## src/core/rtac_pkg.sv

```systemverilog
// Shared constants and types of the tag anticollision logic
package rtac_pkg;
  // ----------------------------------------
  // Widths and constants
  // ----------------------------------------
  localparam int RTAC_ID_W = 8;
  localparam int RTAC_SLOT_W = 4;
  localparam int RTAC_RNG_W = 16;
  localparam logic [15:0] RTAC_RNG_SEED = 16'hace1;
  localparam logic [15:0] RTAC_RNG_TAPS = 16'hb400;
  localparam logic [3:0] RTAC_SLOT0 = 4'h0;
  localparam logic [7:0] RTAC_ID_RST = 8'h00;
  localparam logic [1:0] RTAC_SYNC_RST = 2'h0;

  // ----------------------------------------
  // Types
  // ----------------------------------------
  typedef enum logic [2:0] {
    RTAC_READY = 3'b000,
    RTAC_INVENTORY = 3'b001,
    RTAC_SELECTED = 3'b010,
    RTAC_DESELECTED = 3'b011,
    RTAC_DEACTIVATED = 3'b100
  } rtac_state_t;

  typedef enum logic [2:0] {
    RTAC_CMD_INV_BEGIN = 3'b000,
    RTAC_CMD_SLOTTED_POLL = 3'b001,
    RTAC_CMD_SLOT_PROMPT = 3'b010,
    RTAC_CMD_SELECT = 3'b011,
    RTAC_CMD_COMPLETION = 3'b100,
    RTAC_CMD_OTHER = 3'b101
  } rtac_cmd_t;

  typedef struct packed {
    rtac_state_t state;
    logic [RTAC_ID_W-1:0] tag_identifier;
    logic answered;
    logic fresh;
    logic reply_valid;
    logic [RTAC_ID_W-1:0] reply_id;
  } rtac_core_t;

  typedef struct packed {
    logic [RTAC_RNG_W-1:0] lfsr;
  } rtac_rng_st_t;
endpackage

```

## src/core/rtac_rng_if.sv

```systemverilog
// Random value carrier between the generator and the tag core
`timescale 1ns/1ps
`default_nettype none
interface rtac_rng_if;
  logic [7:0] rnd;
  modport src (output rnd);
  modport snk (input rnd);
endinterface
`default_nettype wire

```

## src/core/rtac_lfsr.sv

```systemverilog
// Free-running pseudo-random source for the tag identifier
`timescale 1ns/1ps
`default_nettype none
module rtac_lfsr
  import rtac_pkg::*;
(
  input wire logic clk,
  input wire logic rst_n,
  rtac_rng_if.src rng
);
  rtac_rng_st_t q, d;

  // ----------------------------------------
  // Galois shift, never stalls
  // ----------------------------------------
  always_comb begin
    d.lfsr = {1'b0, q.lfsr[RTAC_RNG_W-1:1]} ^ (q.lfsr[0] ? RTAC_RNG_TAPS : '0);
  end

  always_ff @(posedge clk or negedge rst_n) begin
    if (!rst_n) begin
      q.lfsr <= RTAC_RNG_SEED;
    end else begin
      q <= d;
    end
  end

  // Low byte only; upper bits keep the sequence long
  assign rng.rnd = q.lfsr[7:0];
endmodule
`default_nettype wire

```

## src/core/rtac_tag.sv

```systemverilog
// Tag anticollision state machine with slotted reply logic
// Functional notes
// - Tag keeps an 8-bit identifier to be singled out among 256 tags.
// - Fresh random identifier on entering Ready and on inventory-begin in Inventory.
// - Identifier bits 0 to 3 form the slot selector in Inventory.
// - Each slotted poll redraws the 4-bit slot selector randomly.
// - Slotted poll answered with full identifier only when new selector is 0000.
// - Slot prompt answered only when selector equals the slot index.
// - Round has 16 slots: poll opens slot 0, prompts open 1 to 15.
// - Inventory-begin has no slotting; tag replies directly after it.
// - Poll and prompt answered only in Inventory; Ready tags ignore them.
// - Identifier sent at most once per round, in its own slot.
// - Reader is master; tag transmits only in reply to a command.
// - Select with matching identifier moves Inventory tag to Selected.
// - Selected tag ignores inventory-begin, poll and prompt.
// - Ready tag ignores every command except inventory-begin.
`timescale 1ns/1ps
`default_nettype none
module rtac_tag
  import rtac_pkg::*;
(
  input wire logic clk,
  input wire logic rst_n,
  input wire logic cmd_valid,
  input wire rtac_cmd_t cmd_code,
  input wire logic [RTAC_ID_W-1:0] cmd_arg,
  output logic reply_valid,
  output logic [RTAC_ID_W-1:0] reply_id,
  output logic [RTAC_ID_W-1:0] tag_identifier,
  output rtac_state_t tag_state
);
  // ----------------------------------------
  // Reset release
  // ----------------------------------------
  logic [1:0] rst_sync_q;
  logic rst_sync_n;

  always_ff @(posedge clk or negedge rst_n) begin
    if (!rst_n) begin
      rst_sync_q <= RTAC_SYNC_RST;
    end else begin
      rst_sync_q <= {rst_sync_q[0], 1'b1};
    end
  end
  assign rst_sync_n = rst_sync_q[1];

  // ----------------------------------------
  // Random source
  // ----------------------------------------
  rtac_rng_if rng ();

  rtac_lfsr u_rng (
    .clk(clk),
    .rst_n(rst_sync_n),
    .rng(rng)
  );

  function automatic logic slot_hit(input logic [RTAC_ID_W-1:0] id,
                                    input logic [RTAC_ID_W-1:0] idx);
    slot_hit = (id[RTAC_SLOT_W-1:0] == idx[RTAC_SLOT_W-1:0]);
  endfunction

  // ----------------------------------------
  // State machine
  // ----------------------------------------
  rtac_core_t q, d;
  logic [RTAC_SLOT_W-1:0] new_slot;

  // Drawn at the taking edge, so the poll reply already carries the new nibble
  assign new_slot = rng.rnd[RTAC_SLOT_W-1:0];

  always_comb begin
    d = q;
    d.reply_valid = 1'b0;
    if (q.fresh) begin
      // Identifier cannot be random under reset, so draw it just after
      d.tag_identifier = rng.rnd;
      d.fresh = 1'b0;
    end
    if (cmd_valid) begin
      unique case (q.state)
        RTAC_READY: begin
          if (cmd_code == RTAC_CMD_INV_BEGIN) begin
            d.state = RTAC_INVENTORY;
            d.tag_identifier = rng.rnd;
            d.answered = 1'b0;
            d.reply_valid = 1'b1;
            d.reply_id = rng.rnd;
          end
        end
        RTAC_INVENTORY: begin
          unique case (cmd_code)
            RTAC_CMD_INV_BEGIN: begin
              d.tag_identifier = rng.rnd;
              d.answered = 1'b0;
              d.reply_valid = 1'b1;
              d.reply_id = rng.rnd;
            end
            RTAC_CMD_SLOTTED_POLL: begin
              d.tag_identifier[RTAC_SLOT_W-1:0] = new_slot;
              d.answered = (new_slot == RTAC_SLOT0);
              d.reply_valid = (new_slot == RTAC_SLOT0);
              d.reply_id = {q.tag_identifier[RTAC_ID_W-1:RTAC_SLOT_W], new_slot};
            end
            RTAC_CMD_SLOT_PROMPT: begin
              // Slot index comes from the reader; 1 to 15 in a normal round
              if (!q.answered && slot_hit(q.tag_identifier, cmd_arg)) begin
                d.answered = 1'b1;
                d.reply_valid = 1'b1;
                d.reply_id = q.tag_identifier;
              end
            end
            RTAC_CMD_SELECT: begin
              if (cmd_arg == q.tag_identifier) begin
                d.state = RTAC_SELECTED;
              end
            end
            default: begin
            end
          endcase
        end
        RTAC_SELECTED: begin
          // Anticollision commands are silently dropped here
          if (cmd_code == RTAC_CMD_SELECT && cmd_arg != q.tag_identifier) begin
            d.state = RTAC_DESELECTED;
          end else if (cmd_code == RTAC_CMD_COMPLETION) begin
            d.state = RTAC_DEACTIVATED;
          end
        end
        RTAC_DESELECTED: begin
          if (cmd_code == RTAC_CMD_SELECT && cmd_arg == q.tag_identifier) begin
            d.state = RTAC_SELECTED;
          end
        end
        RTAC_DEACTIVATED: begin
          // Only loss of power leaves this state
        end
        default: begin
          d.state = RTAC_READY;
        end
      endcase
    end
  end

  always_ff @(posedge clk or negedge rst_sync_n) begin
    if (!rst_sync_n) begin
      q.state <= RTAC_READY;
      q.tag_identifier <= RTAC_ID_RST;
      q.answered <= 1'b0;
      q.fresh <= 1'b1;
      q.reply_valid <= 1'b0;
      q.reply_id <= RTAC_ID_RST;
    end else begin
      q <= d;
    end
  end

  assign reply_valid = q.reply_valid;
  assign reply_id = q.reply_id;
  assign tag_identifier = q.tag_identifier;
  assign tag_state = q.state;

  // Anticollision commands only count in Inventory
  logic inv_cmd;
  assign inv_cmd = cmd_valid && q.state == RTAC_INVENTORY;
endmodule
`default_nettype wire

```

## config.mk

```make
export PLATFORM = sky130hd
export DESIGN_NAME = rtac_tag
export DESIGN_NICKNAME = d
export VERILOG_FILES = /design/src/core/rtac_pkg.sv /design/src/core/rtac_rng_if.sv /design/src/core/rtac_lfsr.sv /design/src/core/rtac_tag.sv
export SDC_FILE = /design/constraint.sdc
export NUM_CORES = 1
export LEC_CHECK = 0
export BUFFER_PORTS_ARGS = -buffer_cell sky130_fd_sc_hd__buf_2
export CELL_PAD_IN_SITES_DETAIL_PLACEMENT = 1
export CELL_PAD_IN_SITES_GLOBAL_PLACEMENT = 2
export CORE_ASPECT_RATIO = 0.5
export CORE_MARGIN = 2
export CORE_UTILIZATION = 36
export DETAILED_ROUTE_END_ITERATION = 8
export GPL_ROUTABILITY_DRIVEN = 0
export PLACE_DENSITY_LB_ADDON = 0.1
export SYNTH_ARGS = -nofsm -noshare
export SYNTH_HDL_FRONTEND = slang
export SYNTH_SLANG_ARGS = --single-unit
```

## constraint.sdc

```tcl
create_clock -name clk -period 1.3 [get_ports clk]
set_input_delay 0.39 -clock clk [delete_from_list [all_inputs] [get_ports clk]]
set_output_delay 0.39 -clock clk [all_outputs]
set_load 0.01 [all_outputs]
```

======== Yosys cells after proc, flatten, opt, wreduce, memory -nomap -nowiden ========
Cells that the tools add are included.
word-level totals
  register bits ........................... 40
  bits of input ports ..................... 14
  logic and storage cells ................. 59
operators by class
  equality and inequality tests ........... 18
  multiplexer cells ....................... 20
  bitwise gates (word level) .............. 2
  reductions and logical operators ........ 11
operator list
  cell                count
  $mux 9              4
  $pmux 9 s2          2
  $pmux 9 s3          1
  $mux 16             1
  $xor 15x16->16      1
  $mux 3              5
  $pmux 3 s5          1
  $eq 3x2->1 const B  4
  $mux 12             1
  $eq 8x8->1          1
  $mux 4              2
  $mux 8              1
  $ne 2x2->1 const B  4
  $ne 8x8->1          1
  $reduce_and 7->1    1
  $eq 3x1->1 const B  2
  $eq 3x3->1 const B  2
  $logic_not 3->1     2
  $ne 3x3->1 const B  2
  $reduce_and 5->1    1
  $eq 4x4->1          1
  $logic_not 4->1     1
  $ne 4x2->1 const B  1
  $logic_and 1x1->1   3
  6 further kinds     6

======== Depth between registers and ports, before layout ========
Gate-level depths: netlist of run 1.
  depth after elaboration ................. 6
  depth in mapped cells ................... 6
  gate-level depth less buffers ........... 5

======== Hierarchy ========
From an unflattened synthesis of run 1, not the netlist that was laid out.
unflattened totals
  cells, all modules ...................... 178
  area total of the unflattened synthesis .. 2083.2 um^2
by module, submodules not included
  module     times used  cells each  area each (um^2)
  rtac_tag   1           151         1586.5
  rtac_lfsr  1           27          496.7

======== Worst setup path after synthesis of run 1 ========
OpenSTA, ideal clock, no wires.
  kind .................................... reg-to-reg
  start point ............................. reg tag_identifier[1] (netlist name)
  end point ............................... reg q[10] (netlist bit)
  setup time .............................. 0.125 ns
  data arrival time ....................... 1.681 ns
  setup slack ............................. -0.507 ns
  stages on the path, launching flop included .. 7
  clock period less this slack ............ 1.807 ns
  path through ............................ dfrtp_1 > xor2_1 > nor4_4 > nor4b_2 > o21bai_1 > buf_6 > mux2_4
between the ends
  cells in the longest elaborated chain, start to end .. 4
RTL lines
  item                        RTL line         text
  $eq 4x4->1                  rtac_tag.sv:60   slot_hit = (id[RTAC_SLOT_W-1:0] == idx[RTAC_SLOT_W-1:0]);
  $logic_and 1x1->1           rtac_tag.sv:107  if (!q.answered && slot_hit(q.tag_identifier, cmd_arg)) begin
  $ne 3x3->1 (no line)        --
  $reduce_and 5->1 (no line)  --
  end: declaration            rtac_tag.sv:66   rtac_core_t q, d;
No other way between the ends.
A chain may end at the register's enable or synchronous reset.

======== Worst setup path after layout of run 1 ========
  start point ............................. reg tag_identifier[2] (netlist name)
  end point ............................... reg reply_id[6] (netlist name)
between the ends
  cells in the longest elaborated chain, start to end .. 4
RTL lines
  item                        RTL line
  $eq 4x4->1                  rtac_tag.sv:60
  $logic_and 1x1->1           rtac_tag.sv:107
  $ne 3x3->1 (no line)        --
  $reduce_and 5->1 (no line)  --
No other way between the ends.

==> results.sh, run 1 <==
export IMPL_fmax_mhz=536
export IMPL_worst_clock_skew_ps=2.78
export IMPL_drtAntennaViolNets=0
export IMPL_finalNetCount=245
export IMPL_powerDensity_mw_per_mm2=914
export IMPL_p_leak_nw=1.42
export IMPL_critPathMaxStageDelay_ps=420
export IMPL_drtIter0Drc=71
export IMPL_overflow=0
export IMPL_status="complete, but fails checks"
export IMPL_synth_seq_cells=40
export IMPL_die_area_mm2=0.00599
export IMPL_tns_ps=-8280
export IMPL_r2r_worst_path_cells=6
export IMPL_hpwl_um=3530
export IMPL_routed_via_density=4.79
export IMPL_wl_per_cell_um=17.5
export IMPL_syn_inst=161
export IMPL_setup_viol=32
export IMPL_ys_seq_area_share_pct=52.5
export IMPL_clock_path_buffers=2
export IMPL_place_ws_ps=-786
export IMPL_clock_sinks=40
export IMPL_grt_pass1_vias=1605
export IMPL_num_vias=1448
export IMPL_hold_violations=0
export IMPL_syn_nets=175
export IMPL_criticalPathCategory="flip-flop to flip-flop"
export IMPL_cts_tree="built"
export IMPL_timing_rr_start="tag_identifier[2]$_DFF_PN0_"
export IMPL_avgSynthCellArea_um2=12.0
export IMPL_crit_slowest_cell="dfrtp_1"
export IMPL_grt_usage_pct=17.8
export IMPL_drive_above_1_share_pct=61.6
export IMPL_critPathMaxFanout=4
export IMPL_cp_end_kind="flip-flop"
export IMPL_path_cells="xor2_1 -> nor4_4 -> nor4b_4 -> o21bai_2 -> buf_4 -> mux2_4"
export IMPL_fp_row_count=18
export IMPL_grt_setup_unrepaired="yes"
export IMPL_postPlaceCellArea_mm2=0.00238
export IMPL_start_util_pct=38.2
export IMPL_cp_num_buf_inv=1
export IMPL_grt_max_degree=39
export IMPL_layout_min_cycle_time_ps=1870
export IMPL_die_x_um=107
export IMPL_worst_ep_required_time_ps=1480
export IMPL_io_buffers=33
export IMPL_synth_cell_type_count=36
export IMPL_worst_ep_arrival_time_ps=2050
export IMPL_synth_area_mm2=0.00193
export IMPL_wl_um=5290
export IMPL_die_y_um=55.8
export IMPL_violations="setup timing"
export IMPL_ys_warnings_count=0
export IMPL_place_inst=277
export IMPL_ir_worst_vdd_mv=0.489
export IMPL_cts_root_buffer="clkbuf_8"
export IMPL_drv_cap=0
export IMPL_worstSetupStartpointType="flip-flop"
export IMPL_fin_crit_sh_pct=143
export IMPL_reg2reg_slack_ps=-570
export IMPL_htree_levels=2
export IMPL_core_area_mm2=0.00504
export IMPL_crit_family="simple AND/OR/NAND/NOR gates"
export IMPL_hold_path_class="flip-flop to async pin"
export IMPL_clk_pin_slew_ps=80
export IMPL_dr_pass1_iters=4
export IMPL_io_pins=34
export IMPL_num_antenna_cells=0
export IMPL_clk_latency_ps=290
export IMPL_syn2layout_area_growth_pct=49.4
export IMPL_grt_pass1_wl_um=8180
export IMPL_reg2reg_to="reply_id[6]$_DFFE_PN0P_"
export IMPL_timing_final_ws_setup_ps=-565
export IMPL_final_cell_area_mm2=0.00288
export IMPL_cts_inserted_buffers=5
export IMPL_fin_util_pct=57.1
export IMPL_drc_errors=0
export IMPL_slew_viol_final=0
export IMPL_stdcell_count=302
export IMPL_antenna_found_initial=0
cell usage in the layout, fill, tap and decap left out, types with 3 or more instances in the layout:
cell type	n
buf_2	22
buf_4	36
a22o_1	5
nand2_1	12
dfrtp_1	29
dfstp_2	9
o21ai_0	4
mux2_4	17
buf_6	26
a21oi_1	3
nor2_1	5
buf_12	3
xor2_1	10
nor4_1	3
clkbuf_8	7
worst max-delay path by stage:
stage | endpoint | depth (start not counted) | startpoint
2_1_floorplan | q[10]$_DFFE_PN0P_ | 6 | cmd_arg[2]
3_3_place_gp | tag_state[1]$_DFFE_PN0P_ | 7 | cmd_arg[2]
3_5_place_dp | tag_state[1]$_DFFE_PN0P_ | 7 | cmd_arg[0]
4_1_cts | reply_id[3]$_DFFE_PN0P_ | 6 | tag_identifier[1]$_DFF_PN0_
5_1_grt | reply_id[6]$_DFFE_PN0P_ | 6 | tag_identifier[2]$_DFF_PN0_
6_report | reply_id[6]$_DFFE_PN0P_ | 6 | tag_identifier[2]$_DFF_PN0_
cell type report:
cell class / count / area, µm²
Clock inverter: 1 / 30.0
Clock buffer: 7 / 96.3
Inverter: 2 / 7.51
Sequential cell: 40 / 1010
Multi-Input combinational cell: 94 / 902
Timing Repair Buffer: 88 / 743
Tap cell: 70 / 87.6
Fill cell: 525 / 2160
cells by family after synthesis:
kind of cell,Yosys count,synth area share [%]
flops,40,52.5
simple gates,38,11.7
buf+inv,27,9.47
compound gates,26,9.21
mux,17,11.7
xor+xnor,11,5.00
other cells,2,0.390
worst register-to-register path: cells and delay by family (launching register included):
family,cells,cell delay [ps]
flops,1,420
mux,1,290
xor+xnor,1,180
compound gates,1,120
simple gates,2,570
buf+inv,1,180
state kept, by name (all words and copies together) (netlist names):
name,flops
tag_identifier,8
reply_id,8
reply_valid,1
tag_state,3
rst_sync_q,2
u_rng.q,16
q,2
per-stage QoR:
stage / hold slack (ps) / power, mW
final: 235 / 2.63
after global routing: 270 / 2.75
after CTS: 247 / 2.64
after detailed placement: 178 / 1.49
after global placement: 175 / 1.49
after floorplan: 94.4 / 1.39
Yosys cell counts, drive strengths merged:
cell type | number | area [µm²]
nor3 | 2 | 10.0
dfstp | 9 | 236
a31oi | 2 | 12.5
and3b | 1 | 8.76
mux2 | 17 | 225
nor4b | 3 | 38.8
buf | 22 | 164
o21bai | 1 | 7.51
dfrtp | 31 | 776
nor4 | 6 | 52.6
nand2b | 1 | 6.26
o21ai | 5 | 25.0
a211o | 1 | 8.76
a22o | 5 | 43.8
o31a | 1 | 8.76
o31ai | 1 | 7.51
a21boi | 2 | 15.0
a22oi | 1 | 7.51
nor2b | 2 | 12.5
o21a | 1 | 7.51
nand3 | 3 | 15.0
xor2 | 11 | 96.3
o221ai | 1 | 8.76
and2 | 1 | 6.26
clkbuf | 3 | 11.3
nor2 | 6 | 22.5
conb | 2 | 7.51
nand2 | 12 | 45.0
and4 | 1 | 8.76
inv | 2 | 7.51
a21oi | 5 | 25.0
layer usage:
layer | track usage [%] | routed length, µm | vias to the layer above
met2 | 29.4 | 2610 | 22
li1 | - | - | 682
met3 | 4.68 | 198 | 2
met1 | 23.9 | 2480 | 742
met5 | 0 | 0 | -
met4 | 3.30 | 10 | 0
repair_timing:
action,4_1_cts,5_1_grt
setup buffers,11,12
hold buffers,1,0
pin swaps,4,6
gates cloned,0,1
endpoints found under the setup margin,32,32
gates resized for setup,38,22
hold endpoints to repair,2,0
power breakdown:
part | internal [mW] | leakage, nW | switching (mW)
Clock | 0.678 | 0.0645 | 0.456
Combinational | 0.102 | 0.850 | 0.117
Sequential | 1.26 | 0.509 | 0.0211
Total | 2.04 | 1.42 | 0.593
No activity file was read; power rests on OpenSTA's default activity.
==> run 2: changes to the inputs <==
==> constraint.sdc (replaced) <==
create_clock -name clk -period 1.3 [get_ports clk]
set_input_delay 0.065 -clock clk [delete_from_list [all_inputs] [get_ports clk]]
set_output_delay 0.065 -clock clk [all_outputs]
set_load 0.01 [all_outputs]
==> run 2 against run 1 <==
  * The run still ends with setup timing left
  * Core utilization decreased by 4.5 points
  * Clock skew increased by 1.9 ps
  * Flip-flop and latch count unchanged
  * Sequential power about the same
  * Global-route usage decreased by 2.0 points
  * Cell count decreased by 4.3%
  * Register-to-register slack improved by 30 ps
  * Wire length decreased by 13%
  * Setup slack improved by 33 ps
  * Critical path type unchanged
  * Via count decreased by 4.8%
  * Power decreased by 5.1%
  * Hold slack got worse by 150 ps
==> results.sh, run 2 (synthesis gave the netlist of run 1 again) <==
export IMPL_grt_usage_pct=15.8
export IMPL_p_total_mw=2.50
export IMPL_wl_per_cell_um=16.0
export IMPL_path_common_cell="buf_4"
export IMPL_syn2layout_area_growth_pct=37.7
export IMPL_clock_sinks=40
export IMPL_setup_viol=21
export IMPL_core_area_mm2=0.00504
export IMPL_ir_worst_vdd_mv=0.898
export IMPL_drive_above_1_share_pct=61.6
export IMPL_reg_top3="u_rng.q (16), reply_id (8), tag_identifier (8)"
export IMPL_wl_um=4620
export IMPL_cp_num_buf_inv=2
export IMPL_slew_viol_final=0
export IMPL_seqCellArea_mm2=0.00101
export IMPL_fin_util_pct=52.6
export IMPL_p_leak_nw=1.31
export IMPL_grt_pass1_vias=1447
export IMPL_stdcell_count=289
export IMPL_worstSetupStartpointType="flip-flop"
export IMPL_finalNetCount=232
export IMPL_layout_min_cycle_time_ps=1830
export IMPL_worst_ep_arrival_time_ps=2010
export IMPL_drc_errors=0
export IMPL_r2r_worst_path_cells=7
export IMPL_fp_row_count=18
export IMPL_overflow=0
export IMPL_dr_pass1_iters=4
export IMPL_grt_setup_unrepaired="yes"
export IMPL_hold_violations=0
export IMPL_hpwl_um=3350
export IMPL_io_buffers=33
export IMPL_cts_tree="built"
export IMPL_num_vias=1379
export IMPL_reg2reg_slack_ps=-530
export IMPL_antenna_found_initial=0
export IMPL_num_antenna_cells=0
export IMPL_drv_cap=0
export IMPL_routed_via_density=4.77
export IMPL_grt_pass1_wl_um=7350
export IMPL_violations="setup timing"
export IMPL_clock_path_buffers=2
export IMPL_reg2reg_to="tag_state[1]$_DFFE_PN0P_"
export IMPL_multi_input_area_um2=912
export IMPL_place_inst=278
export IMPL_worst_ep_required_time_ps=1480
export IMPL_timing_rr_start="tag_identifier[3]$_DFF_PN0_"
export IMPL_crit_slowest_cell="dfrtp_1"
export IMPL_clk_latency_ps=290
export IMPL_io_pins=34
export IMPL_timing_hold_ws_ps=82.2
export IMPL_clk_pin_slew_ps=80
export IMPL_die_y_um=55.8
export IMPL_status="complete, but fails checks"
export IMPL_htree_levels=2
export IMPL_cts_inserted_buffers=5
export IMPL_fin_crit_sh_pct=141
export IMPL_top_register="u_rng.q"
export IMPL_drtIter0Drc=31
export IMPL_worst_clock_skew_ps=4.70
export IMPL_die_area_mm2=0.00599
export IMPL_powerDensity_mw_per_mm2=942
export IMPL_cp_end_kind="flip-flop"
export IMPL_largest_reg_flops=16
export IMPL_critPathMaxFanout=3
export IMPL_critPathMaxStageDelay_ps=410
export IMPL_drtAntennaViolNets=0
export IMPL_criticalPathCategory="flip-flop to flip-flop"
export IMPL_grt_max_degree=39
export IMPL_crit_cells=7
export IMPL_start_util_pct=38.2
export IMPL_path_cells="xor2_2 -> nor4_4 -> buf_4 -> a21boi_2 -> buf_4 -> o21a_1 -> a211o_1"
export IMPL_final_cell_area_mm2=0.00266
export IMPL_n_fill_cell=529
export IMPL_mostFrequentLayoutCells="buf_2, buf_4, dfrtp_1"
export IMPL_fmax_mhz=546
export IMPL_crit_family="compound AO/OA/AOI/OAI gates"
export IMPL_timing_final_ws_setup_ps=-532
export IMPL_hold_path_class="input pin to async pin"
export IMPL_die_x_um=107
export IMPL_cts_root_buffer="clkbuf_8"
export IMPL_postPlaceCellArea_mm2=0.00236
[run 2: cell count changes in the layout (fill, tap and decap cells not counted), moves of 2 or more]
cell,change
buf_12,-2
buf_2,+11
buf_4,-3
buf_6,-19
clkbuf_8,-2
mux2_2,+6
mux2_4,-6
nor2_1,-2
nor2_2,+2
[run 2: layout make-up]
| class | instances | area share [%] |
|---|---|---|
| clock buffers | 5 | 2.59 |
| clock inverters | 3 | 1.60 |
| inverters | 2 | 0.283 |
| multi-input cells | 94 | 34.4 |
| flip-flops and latches | 40 | 38.2 |
| well taps | 70 | 3.30 |
| repair buffers | 75 | 19.7 |
[run 2: how the worst max path moves through the flow]
stage | start | endpoint | slack [ps]
floorplan | tag_identifier[2]$_DFF_PN0_ | q[10]$_DFFE_PN0P_ | -490
CTS | tag_identifier[2]$_DFF_PN0_ | q[10]$_DFFE_PN0P_ | -600
global placement | tag_identifier[2]$_DFF_PN0_ | reply_id[7]$_DFFE_PN0P_ | -520
detailed placement | tag_identifier[2]$_DFF_PN0_ | tag_state[2]$_DFFE_PN0P_ | -610
finish | tag_identifier[3]$_DFF_PN0_ | tag_state[1]$_DFFE_PN0P_ | -530
global route | tag_identifier[3]$_DFF_PN0_ | reply_id[5]$_DFFE_PN0P_ | -660
[run 2: metrics by stage]
| step | setup TNS, ps | worst slack (ps) |
|---|---|---|
| floorplan | -5430 | -487 |
| global placement | -7720 | -524 |
| detailed placement | -8870 | -606 |
| CTS | -8610 | -598 |
| global route | -9180 | -659 |
| finish | -7200 | -532 |
[run 2: power breakdown]
part / internal (mW) / switching [mW] / total [mW]
clock: 0.568 / 0.446 / 1.01
sequential: 1.26 / 0.0191 / 1.28
combinational: 0.0948 / 0.112 / 0.207
[run 2: what timing repair did]
action | 4_1_cts | 5_1_grt
hold buffers | 1 | 0
gates resized for setup | 7 | 28
endpoints found under the setup margin | 21 | 21
pin swaps | 6 | 9
setup buffers | 3 | 1
gates cloned | 0 | 0
endpoints found under the hold margin | 2 | 0
[run 2: layer usage]
| layer | track usage (%) | part of all wire [%] |
|---|---|---|
| met4 | 1.65 | 0.26 |
| met1 | 23.6 | 49 |
| met2 | 23.3 | 46 |
| met5 | 0 | 0 |
| met3 | 4.92 | 3.9 |
